`config.mk`:
```
export PLATFORM = sky130hd
export DESIGN_NAME = aps_ctrl
export DESIGN_NICKNAME = d
export VERILOG_FILES = /design/src/core/aps_pkg.sv /design/src/core/aps_ctrl.sv
export SDC_FILE = /design/constraint.sdc
export NUM_CORES = 1
export LEC_CHECK = 0
export BUFFER_PORTS_ARGS = -buffer_cell sky130_fd_sc_hd__buf_2
export CORE_MARGIN = 2
export CORE_UTILIZATION = 54
export CTS_CLUSTER_DIAMETER = 80
export DETAILED_ROUTE_END_ITERATION = 8
export PLACE_DENSITY = 0.76
export SLEW_MARGIN = 10
export SYNTH_ARGS = -nofsm -noshare
export SYNTH_HDL_FRONTEND = slang
export SYNTH_SLANG_ARGS = --single-unit
```
`constraint.sdc`:
```
create_clock -name clk -period 2.4 [get_ports clk]
set_input_delay 0.48 -clock clk [delete_from_list [all_inputs] [get_ports clk]]
set_output_delay 0.48 -clock clk [all_outputs]
set_load 0.01 [all_outputs]
```
`src/core/aps_pkg.sv`:
```
// Package of constants and types for the converter power-save control
package aps_pkg;

  // ****************************************************
  // Timing
  // ****************************************************
  localparam int unsigned CLK_PERIOD_NS      = 8;
  localparam int unsigned CONV_TIME_NS       = 1100;
  localparam int unsigned CONV_CYCLES        = CONV_TIME_NS / CLK_PERIOD_NS;
  localparam int unsigned ACQ_NORMAL_NS      = 280;
  localparam int unsigned ACQ_NORMAL_CYCLES  =
    (ACQ_NORMAL_NS + CLK_PERIOD_NS - 1) / CLK_PERIOD_NS;
  localparam int unsigned FULL_RESUME_MS     = 25;
  localparam int unsigned FULL_RESUME_CYCLES = FULL_RESUME_MS * 1000000 / CLK_PERIOD_NS;
  localparam int unsigned REF_SETTLE_MS      = 4;
  localparam int unsigned REF_SETTLE_CYCLES  = REF_SETTLE_MS * 1000000 / CLK_PERIOD_NS;
  localparam int unsigned TRIM_CONVERSIONS   = 2;
  localparam int unsigned RESULT_W           = 18;
  localparam logic [17:0] RESULT_RESET       = 18'h00000;

  // ****************************************************
  // Types
  // ****************************************************
  typedef enum logic [2:0] {
    APS_SHUTDOWN,
    APS_WAIT,
    APS_NAP,
    APS_CONVERT
  } aps_state_t;

  typedef struct packed {
    logic              valid;
    logic              accurate;
    logic [RESULT_W-1:0] data;
  } aps_result_t;

endpackage : aps_pkg

```
`src/core/aps_ctrl.sv`:
```
// Power-save and result-update control of the converter
`timescale 1ns/1ps
`default_nettype none

// Operation
// - Held result replaced at BUSY fall
// - Shutdown high powers down, low resumes
// - First two results after resume invalid
// - Conversion end with start low naps
// - Post-nap sampling at least extended acquisition
// - No new start at end waits
// - Readout independent, no sample latency
module aps_ctrl
  import aps_pkg::*;
#(
  parameter int unsigned FULL_RESUME = FULL_RESUME_CYCLES,
  parameter int unsigned REF_SETTLE  = REF_SETTLE_CYCLES
)
(
  input  wire logic                clk,
  input  wire logic                sys_rst,
  input  wire logic                full_shutdown_input,
  input  wire logic                qualified_convert_start,
  input  wire logic                frame_sync_input,
  input  wire logic                chip_select_n,
  input  wire logic [RESULT_W-1:0] sample_code,
  output logic                     busy,
  output logic                     napping,
  output logic                     powered_down,
  output aps_result_t              held_result,
  output aps_result_t              read_result
);

  // ****************************************************
  // Input synchronisers
  // ****************************************************
  logic [1:0] pd_sync_q, pd_sync_d;
  logic [1:0] cs_sync_q, cs_sync_d;
  logic [1:0] fs_sync_q, fs_sync_d;
  logic [1:0] cv_sync_q, cv_sync_d;
  logic       cv_prev_q, cv_prev_d;
  logic       cs_prev_q, cs_prev_d;
  logic       fs_prev_q, fs_prev_d;
  logic       pd_s, cv_s, cv_fall;

  always_comb
  begin
    pd_sync_d = {pd_sync_q[0], full_shutdown_input};
    cs_sync_d = {cs_sync_q[0], chip_select_n};
    fs_sync_d = {fs_sync_q[0], frame_sync_input};
    cv_sync_d = {cv_sync_q[0], qualified_convert_start};
    cv_prev_d = cv_sync_q[1];
    cs_prev_d = cs_sync_q[1];
    fs_prev_d = fs_sync_q[1];
  end

  always_ff @(posedge clk)
  begin
    if (sys_rst)
    begin
      pd_sync_q <= 2'h3;
      cs_sync_q <= 2'h3;
      fs_sync_q <= 2'h0;
      cv_sync_q <= 2'h0;
      cv_prev_q <= 1'b0;
      cs_prev_q <= 1'b1;
      fs_prev_q <= 1'b0;
    end
    else
    begin
      pd_sync_q <= pd_sync_d;
      cs_sync_q <= cs_sync_d;
      fs_sync_q <= fs_sync_d;
      cv_sync_q <= cv_sync_d;
      cv_prev_q <= cv_prev_d;
      cs_prev_q <= cs_prev_d;
      fs_prev_q <= fs_prev_d;
    end
  end

  assign pd_s    = pd_sync_q[1];
  assign cv_s    = cv_sync_q[1];
  assign cv_fall = cv_prev_q & ~cv_s;

  // ****************************************************
  // Conversion and power state
  // ****************************************************
  aps_state_t  state_q, state_d;
  logic [31:0] cnt_q, cnt_d;
  logic [31:0] acq_q, acq_d;
  logic [31:0] acq_need_q, acq_need_d;
  logic [1:0]  trim_q, trim_d;
  logic [31:0] settle_q, settle_d;
  logic        settling_q, settling_d;
  aps_result_t held_q, held_d;
  aps_result_t read_q, read_d;
  logic        frame_start;
  logic        eoc;

  assign eoc         = (state_q == APS_CONVERT) && (cnt_q == 32'h00000001);
  // Frame start on fall of chip select or rise of frame sync
  // Edges taken from the second stage only
  assign frame_start = (cs_prev_q & ~cs_sync_q[1]) | (~fs_prev_q & fs_sync_q[1]);

  always_comb
  begin
    state_d    = state_q;
    cnt_d      = cnt_q;
    acq_d      = acq_q;
    acq_need_d = acq_need_q;
    trim_d     = trim_q;
    settle_d   = settle_q;
    settling_d = settling_q;
    held_d     = held_q;
    read_d     = read_q;
    if (state_q != APS_CONVERT && acq_q != 32'hFFFFFFFF)
      acq_d = acq_q + 32'h00000001;
    if (settling_q && settle_q != 32'h00000000)
      settle_d = settle_q - 32'h00000001;
    if (pd_s)
    begin
      // Starts ignored, BUSY low while shut down
      state_d    = APS_SHUTDOWN;
      trim_d     = 2'(TRIM_CONVERSIONS);
      settling_d = 1'b0;
      cnt_d      = 32'h00000000;
    end
    else
    begin
      unique case (state_q)
        APS_SHUTDOWN:
        begin
          // Resume: internal settle before first accurate result
          state_d    = APS_NAP;
          acq_d      = 32'h00000000;
          acq_need_d = ACQ_NORMAL_CYCLES + FULL_RESUME;
        end
        APS_WAIT, APS_NAP:
        begin
          if (cv_fall && acq_q >= acq_need_q)
          begin
            state_d = APS_CONVERT;
            cnt_d   = CONV_CYCLES;
          end
        end
        APS_CONVERT:
        begin
          if (cv_fall)
          begin
            // Abort: fresh start lands in wait
            state_d    = APS_WAIT;
            acq_d      = 32'h00000000;
            acq_need_d = ACQ_NORMAL_CYCLES;
          end
          else if (eoc)
          begin
            held_d.data     = sample_code;
            held_d.valid    = (trim_q == 2'h0);
            held_d.accurate = (trim_q == 2'h0) && settling_q && (settle_q == 32'h00000000);
            if (trim_q != 2'h0)
            begin
              trim_d = trim_q - 2'h1;
              if (trim_q == 2'h1)
              begin
                settling_d = 1'b1;
                settle_d   = REF_SETTLE;
              end
            end
            acq_d = 32'h00000000;
            if (!cv_s)
            begin
              state_d    = APS_NAP;
              acq_need_d = ACQ_NORMAL_CYCLES + FULL_RESUME;
            end
            else
            begin
              state_d    = APS_WAIT;
              acq_need_d = ACQ_NORMAL_CYCLES;
            end
          end
          else
            cnt_d = cnt_q - 32'h00000001;
        end
        default:
          state_d = APS_SHUTDOWN;
      endcase
    end
    // Readout latches the held result at frame start only
    if (frame_start)
      read_d = held_q;
  end

  always_ff @(posedge clk)
  begin
    if (sys_rst)
    begin
      state_q    <= APS_SHUTDOWN;
      cnt_q      <= 32'h00000000;
      acq_q      <= 32'h00000000;
      acq_need_q <= 32'h00000000;
      trim_q     <= 2'(TRIM_CONVERSIONS);
      settle_q   <= 32'h00000000;
      settling_q <= 1'b0;
      held_q     <= '{valid: 1'b0, accurate: 1'b0, data: RESULT_RESET};
      read_q     <= '{valid: 1'b0, accurate: 1'b0, data: RESULT_RESET};
    end
    else
    begin
      state_q    <= state_d;
      cnt_q      <= cnt_d;
      acq_q      <= acq_d;
      acq_need_q <= acq_need_d;
      trim_q     <= trim_d;
      settle_q   <= settle_d;
      settling_q <= settling_d;
      held_q     <= held_d;
      read_q     <= read_d;
    end
  end

  // ****************************************************
  // Outputs
  // ****************************************************
  assign busy         = (state_q == APS_CONVERT);
  assign napping      = (state_q == APS_NAP);
  assign powered_down = (state_q == APS_SHUTDOWN);
  assign held_result  = held_q;
  assign read_result  = read_q;

endmodule : aps_ctrl

`default_nettype wire

```
# Word level (Yosys, flattened, before mapping)

Index checks and enable logic that the tools add are counted.

Register bits: 185
Input port bits: 24
Output and inout port bits: 43
Word-level logic and storage cells: 91

Add/sub/neg operators: 4
$lt $le $gt $ge: 1
Equality and inequality tests: 11
Mux-type cells: 25
Bitwise operators: 9
Reductions and logical operators: 21

Operator list:

| operator                                                                | count |
|---|---|
| 32-bit 2-to-1 mux                                                       | 16 |
| 32-bit one-hot mux with 2 select lines                                  | 3 |
| 32-bit by 1-bit subtractor with 32-bit output, second input constant    | 2 |
| 32-bit by 1-bit adder with 32-bit output, second input constant         | 1 |
| 32-bit by 1-bit == test with 1-bit output, second input constant        | 1 |
| 32-bit greater-or-equal comparator                                      | 1 |
| 32-bit logical NOT                                                      | 1 |
| 32-bit inequality test, second input constant                           | 1 |
| 32-bit nonzero test                                                     | 1 |
| 22-bit 2-to-1 mux                                                       | 1 |
| 4-bit AND reduction                                                     | 3 |
| 3-bit 2-to-1 mux                                                        | 3 |
| 3-bit one-hot mux with 3 select lines                                   | 1 |
| 3-bit by 2-bit == test with 1-bit output, second input constant         | 2 |
| 1-bit logical AND                                                       | 6 |
| 2-bit inequality test, second input constant                            | 3 |
| 2-bit nonzero test                                                      | 3 |
| 1-bit NOT                                                               | 5 |
| 5-bit AND reduction                                                     | 1 |
| 2-bit OR reduction                                                      | 2 |
| 1-bit bitwise AND                                                       | 3 |
| 3-bit by 1-bit == test with 1-bit output, second input constant         | 1 |
| 3-bit logical NOT                                                       | 1 |
| 3-bit by 1-bit inequality test with 1-bit output, second input constant | 1 |
| other kinds (8)                                                         | 8 |

# Depth between registers and ports, before layout

Depth in word-level cells: 9
Gate-level depth with buffers: 11
Mapped depth without buffers: 9

# Least setup slack after synthesis

No wires, ideal clock.

Path type: flip-flop to flip-flop
From: reg cnt_q[2]
To: reg held_q, in the netlist held_result[18]
Setup time: 0.128 ns
Data arrival time: 2.465 ns
Data required time: 2.272 ns
Slack: -0.192 ns
Stages on the path, launching flop included: 8
Path buffers: 1
Period minus slack after synthesis: 2.592 ns
Path through: dfxtp_1 or4_4 or4_4 or3_4 or3_4 buf_6 a21oi_2 nor2_1

Cells in the longest elaborated chain, start to end: 3

Ends and longest elaborated chain:

| item                                      | line            | source |
|---|---|---|
| start: declaration                        | aps_ctrl.sv:89  | `logic [31:0] cnt_q, cnt_d;` |
| start signal: assignment                  | aps_ctrl.sv:210 | `cnt_q <= cnt_d;` |
| 32-bit by 1-bit == test with 1-bit output | aps_ctrl.sv:100 | `assign eoc = (state_q == APS_CONVERT) && (cnt_q == 32'h00000001);` |
| 1-bit logical AND                         | aps_ctrl.sv:100 |  |
| 4-bit AND reduction (no line)             | -               |  |
| end signal: assignment                    | aps_ctrl.sv:204 | `held_q <= '{valid: 1'b0, accurate: 1'b0, data: RESULT_RESET};` |
| end signal: assignment                    | aps_ctrl.sv:216 | `held_q <= held_d;` |
| end: declaration                          | aps_ctrl.sv:95  | `aps_result_t held_q, held_d;` |

No other way between the ends.
A chain may end at the register's enable or synchronous reset.

# Worst setup path in the final report

From: reg cnt_q[2]
To: reg cnt_q[27]

Cells in the longest elaborated chain, start to end: 4
Elaborated cells between the ends (all ways): 8
Those cells by class: add/sub (1); eq/ne (2); mux (3); reduce/logical (2)

Ends and longest elaborated chain:

| item                                                                                                       | line |
|---|---|
| 32-bit by 1-bit subtractor with 32-bit output or 32-bit by 1-bit == test with 1-bit output (tied branches) | aps_ctrl.sv:182, aps_ctrl.sv:100 |
| 32-bit 2-to-1 mux or 1-bit logical AND (tied branches)                                                     | aps_ctrl.sv:155, aps_ctrl.sv:100 |
| 32-bit 2-to-1 mux or 2-bit inequality test (tied branches)                                                 | - |
| 32-bit one-hot mux with 2 select lines or 4-bit AND reduction (tied branches)                              | - |

Parallel ways exist; a longest one is shown, timed or not. The select of a mux whose other input is x is not followed.

==> results.rst <==
.. list-table::
   :header-rows: 1

   * - Metric
     - Value
   * - Violations in the final reports
     - setup timing
   * - Yosys synthesis warning count
     - 0
   * - Layout Area Growth over Synthesis
     - 38.2%
   * - Fmax
     - 382 MHz
   * - Fraction of the yosys area taken by sequential cells
     - 0.427
   * - Die height
     - 120 um
   * - Number of diodes added for antenna fixing
     - 0
   * - Start-to-end type of the worst setup path
     - reg -> reg
   * - Top library cells by usage in the layout, fill and taps aside
     - 152 x sky130_fd_sc_hd__dfxtp_1, 96 x sky130_fd_sc_hd__nor2_1, 85 x sky130_fd_sc_hd__buf_4
   * - Count of maximum capacitance violations
     - 0
   * - Number of H-tree levels
     - 4
   * - Final critical path time including I/O delays and setup
     - 2620 ps
   * - Rel. slew slack
     - 0.651
   * - Count of final hold-check violations
     - 0
   * - Worst Slack Setup Final
     - -216 ps
   * - Maximum fanout encountered on the critical timing path
     - 13
   * - Cts-stage hold buffer count
     - 0
   * - Antenna violations before repair
     - 0
   * - Global router's overall resource usage
     - 0.268
   * - Final period util
     - 1.09
   * - Post-synthesis instance area
     - 7210 um^2
   * - Residual antenna-violating net count after detailed routing
     - 0
   * - Area of the core
     - 13,100 um^2
   * - Via count of the first global-routing pass
     - 6,549
   * - Most area-consuming cells after synthesis
     - sky130_fd_sc_hd__dfxtp_1 43%, sky130_fd_sc_hd__nor2_1 5.2%, sky130_fd_sc_hd__ha_1 4.3%
   * - Path category of the worst min-delay check
     - in -> reg
   * - Post-synth top area cell
     - sky130_fd_sc_hd__dfxtp_1
   * - Slew Viols, Final
     - 0
   * - Syn Nets
     - 869
   * - Clock transition time at the flip-flop clock pins of the worst setup and hold paths
     - 60 ps
   * - Per-cell via count in the routed design
     - 5.97
   * - Crit path launch type
     - register
   * - Unrepaired setup endpoints after global routing
     - true
   * - Total detailed-routing wirelength
     - 21.5 mm
   * - Cell depth of the worst min-delay path
     - 2
   * - Port Buffer Count
     - 66
   * - Data arrival, critical path
     - 2990 ps
   * - Initial core utilization
     - 0.549
   * - Number of design-rule violations left by the first detailed-router iteration
     - 666
   * - R2R cell count
     - 8
   * - Boundary Pins
     - 67
   * - Final weighted congestion of routability-driven global placement
     - 0.800
   * - Area after DPL
     - 8280 um^2
   * - Type of destination of the critical path
     - register
   * - # setup viols final
     - 55
   * - Nets
     - 1,034
   * - TritonCTS clock tree
     - yes
   * - Slew at the pin closest to its max-slew limit
     - 523 ps
   * - Power density normalized to cell area
     - 570 nW/um^2
   * - Worst VDD drop
     - 0.557 mV
   * - Number of rows created at floorplan
     - 42
   * - Post-route cell area
     - 9970 um^2
   * - Seq cells post-synth
     - 154
   * - Synth async-reset ratio
     - 0
   * - Global-route wire length before repair
     - 31.1 mm
   * - Commonest non-fill, non-tap cell in the layout
     - sky130_fd_sc_hd__dfxtp_1
   * - Detailed placer's ending HPWL
     - 11.1 mm
   * - Mean area per synthesized cell
     - 8.80 um^2
   * - CTS root buf
     - sky130_fd_sc_hd__clkbuf_16
   * - Full die area
     - 14,300 um^2
   * - Leakage power of the design
     - 0.00416 uW
   * - Top-area cell type share of the netlist area
     - 0.427
   * - Post-synthesis instance total
     - 820
   * - Overflow left after global routing
     - 0
   * - Layout cell share with drive strength beyond 1
     - 0.364
   * - Total CTS buffers
     - 17
   * - Vias after detailed routing
     - 7,005
   * - Synth unique cells
     - 57
   * - Min Hold Slack
     - 221 ps
   * - Clock tree sinks
     - 154
   * - Post-synth EDFFs
     - 0
   * - Iteration count of the initial detailed-routing pass
     - 6
   * - Residual DRC count
     - 0
   * - Maximum number of pins on one net before global-route repair
     - 45
   * - Predominant post-synthesis flop cell
     - sky130_fd_sc_hd__dfxtp_1
   * - Final setup skew
     - 11.0 ps
   * - Average wire per standard cell
     - 18.3 um
   * - Clock latency reported for the late side of the worst-skew pair
     - 440 ps
   * - Result of the run
     - finished, violations left
   * - Maximum clock path buffer count
     - 2
   * - Required time of the critical path
     - 2770 ps
   * - Width of the die
     - 120 um
==> synthesized netlist by cell type, drive strengths merged, types with 4 or more instances <==
master and number:
a211oi 4, a21oi 71, a31oi 4, and2 7, and3 6, buf 17
clkbuf 15, dfxtp 154, ha 25, inv 17, mux2i 20, nand2 79
nand2b 7, nand3 24, nand4 17, nand4b 5, nor2 99, nor2b 10
nor3 30, nor4 13, o21ai 27, o22ai 4, o31ai 9, or2 10
or3 42, or4 26, xnor2 29, xor2 26
==> per-stage QoR <==
stage | utilization | worst slack, ps | total power [uW] | instances | TNS (ps)
floorplan | - | -57.6 | 2800 | 820 | -671
global placement | 0.630 | -141 | 2880 | 1110 | -1590
detailed placement | 0.630 | -138 | 2880 | 1110 | -3030
CTS | 0.715 | -130 | 5640 | 1162 | -3400
global route | 0.759 | -266 | 5840 | 1174 | -11530
finish | 0.759 | -216 | 5690 | 1174 | -7550
==> flip-flops by register name, indices dropped and copies added (netlist names) <==
register     flops
acq_q           32
cnt_q           32
settle_q        32
held_result     20
read_result     20
acq_need_q       2
cs_sync_q        2
cv_sync_q        2
fs_sync_q        2
pd_sync_q        2
state_q          2
trim_q           2
cs_prev_q        1
cv_prev_q        1
fs_prev_q        1
settling_q       1
==> layer usage <==
metal / track usage / wire, um
met1: 0.338 / 8600
met2: 0.440 / 10500
met5: 0 / 0
met4: 0.110 / 919
met3: 0.0637 / 1500
==> worst max-delay path: stages, from the launching register on <==
cell and delay (ps):
sky130_fd_sc_hd__dfxtp_2 330, sky130_fd_sc_hd__or4_4 540, sky130_fd_sc_hd__buf_4 160, sky130_fd_sc_hd__nor2_2 130, sky130_fd_sc_hd__nand3_1 150, sky130_fd_sc_hd__buf_4 230
sky130_fd_sc_hd__or4_1 470, sky130_fd_sc_hd__or3_4 410, sky130_fd_sc_hd__a21oi_4 150
==> path summary, 6_finish.rpt <==
kind | startpoint | slack [ps] | endpoint
hold reg to reg | cs_sync_q[0] | 410 | cs_sync_q[1]
hold / removal | full_shutdown_input | 220 | pd_sync_q[0]
setup reg to reg | cnt_q[2] | -220 | cnt_q[27]
setup / recovery | cnt_q[2] | -220 | cnt_q[27]
==> logic make-up after synthesis <==
kind of cell / Yosys count / synth area share
compound gates: 134 / 0.121
xor+xnor: 55 / 0.0668
fa+ha+maj: 25 / 0.0434
buf+inv: 49 / 0.0349
flops: 154 / 0.427
mux: 20 / 0.0277
simple gates: 383 / 0.279
==> final cells by class <==
cell class	instances	area (um^2)
Inverter	17	71.3
Timing Repair Buffer	177	1440
Clock inverter	14	166
Timing Repair inverter	1	8.76
Clock buffer	18	429
Fill cell	833	3160
Sequential cell	154	3090
Tap cell	176	220
Multi-Input combinational cell	617	4550
==> what timing repair did <==
item,CTS,global route
hold endpoints to repair,0,0
gates cloned,8,5
pin swaps,18,76
setup buffers,12,12
resized for setup,50,118
setup endpoints to repair,58,118
==> power by group <==
group	leakage [uW]	internal, uW	switching [uW]	total [uW]
registers	0.00124	2570	14.0	2580
logic	0.00263	162	191	353
clock network	0.000283	1560	1190	2750
Note: power is estimated with default switching activity, not from simulation.
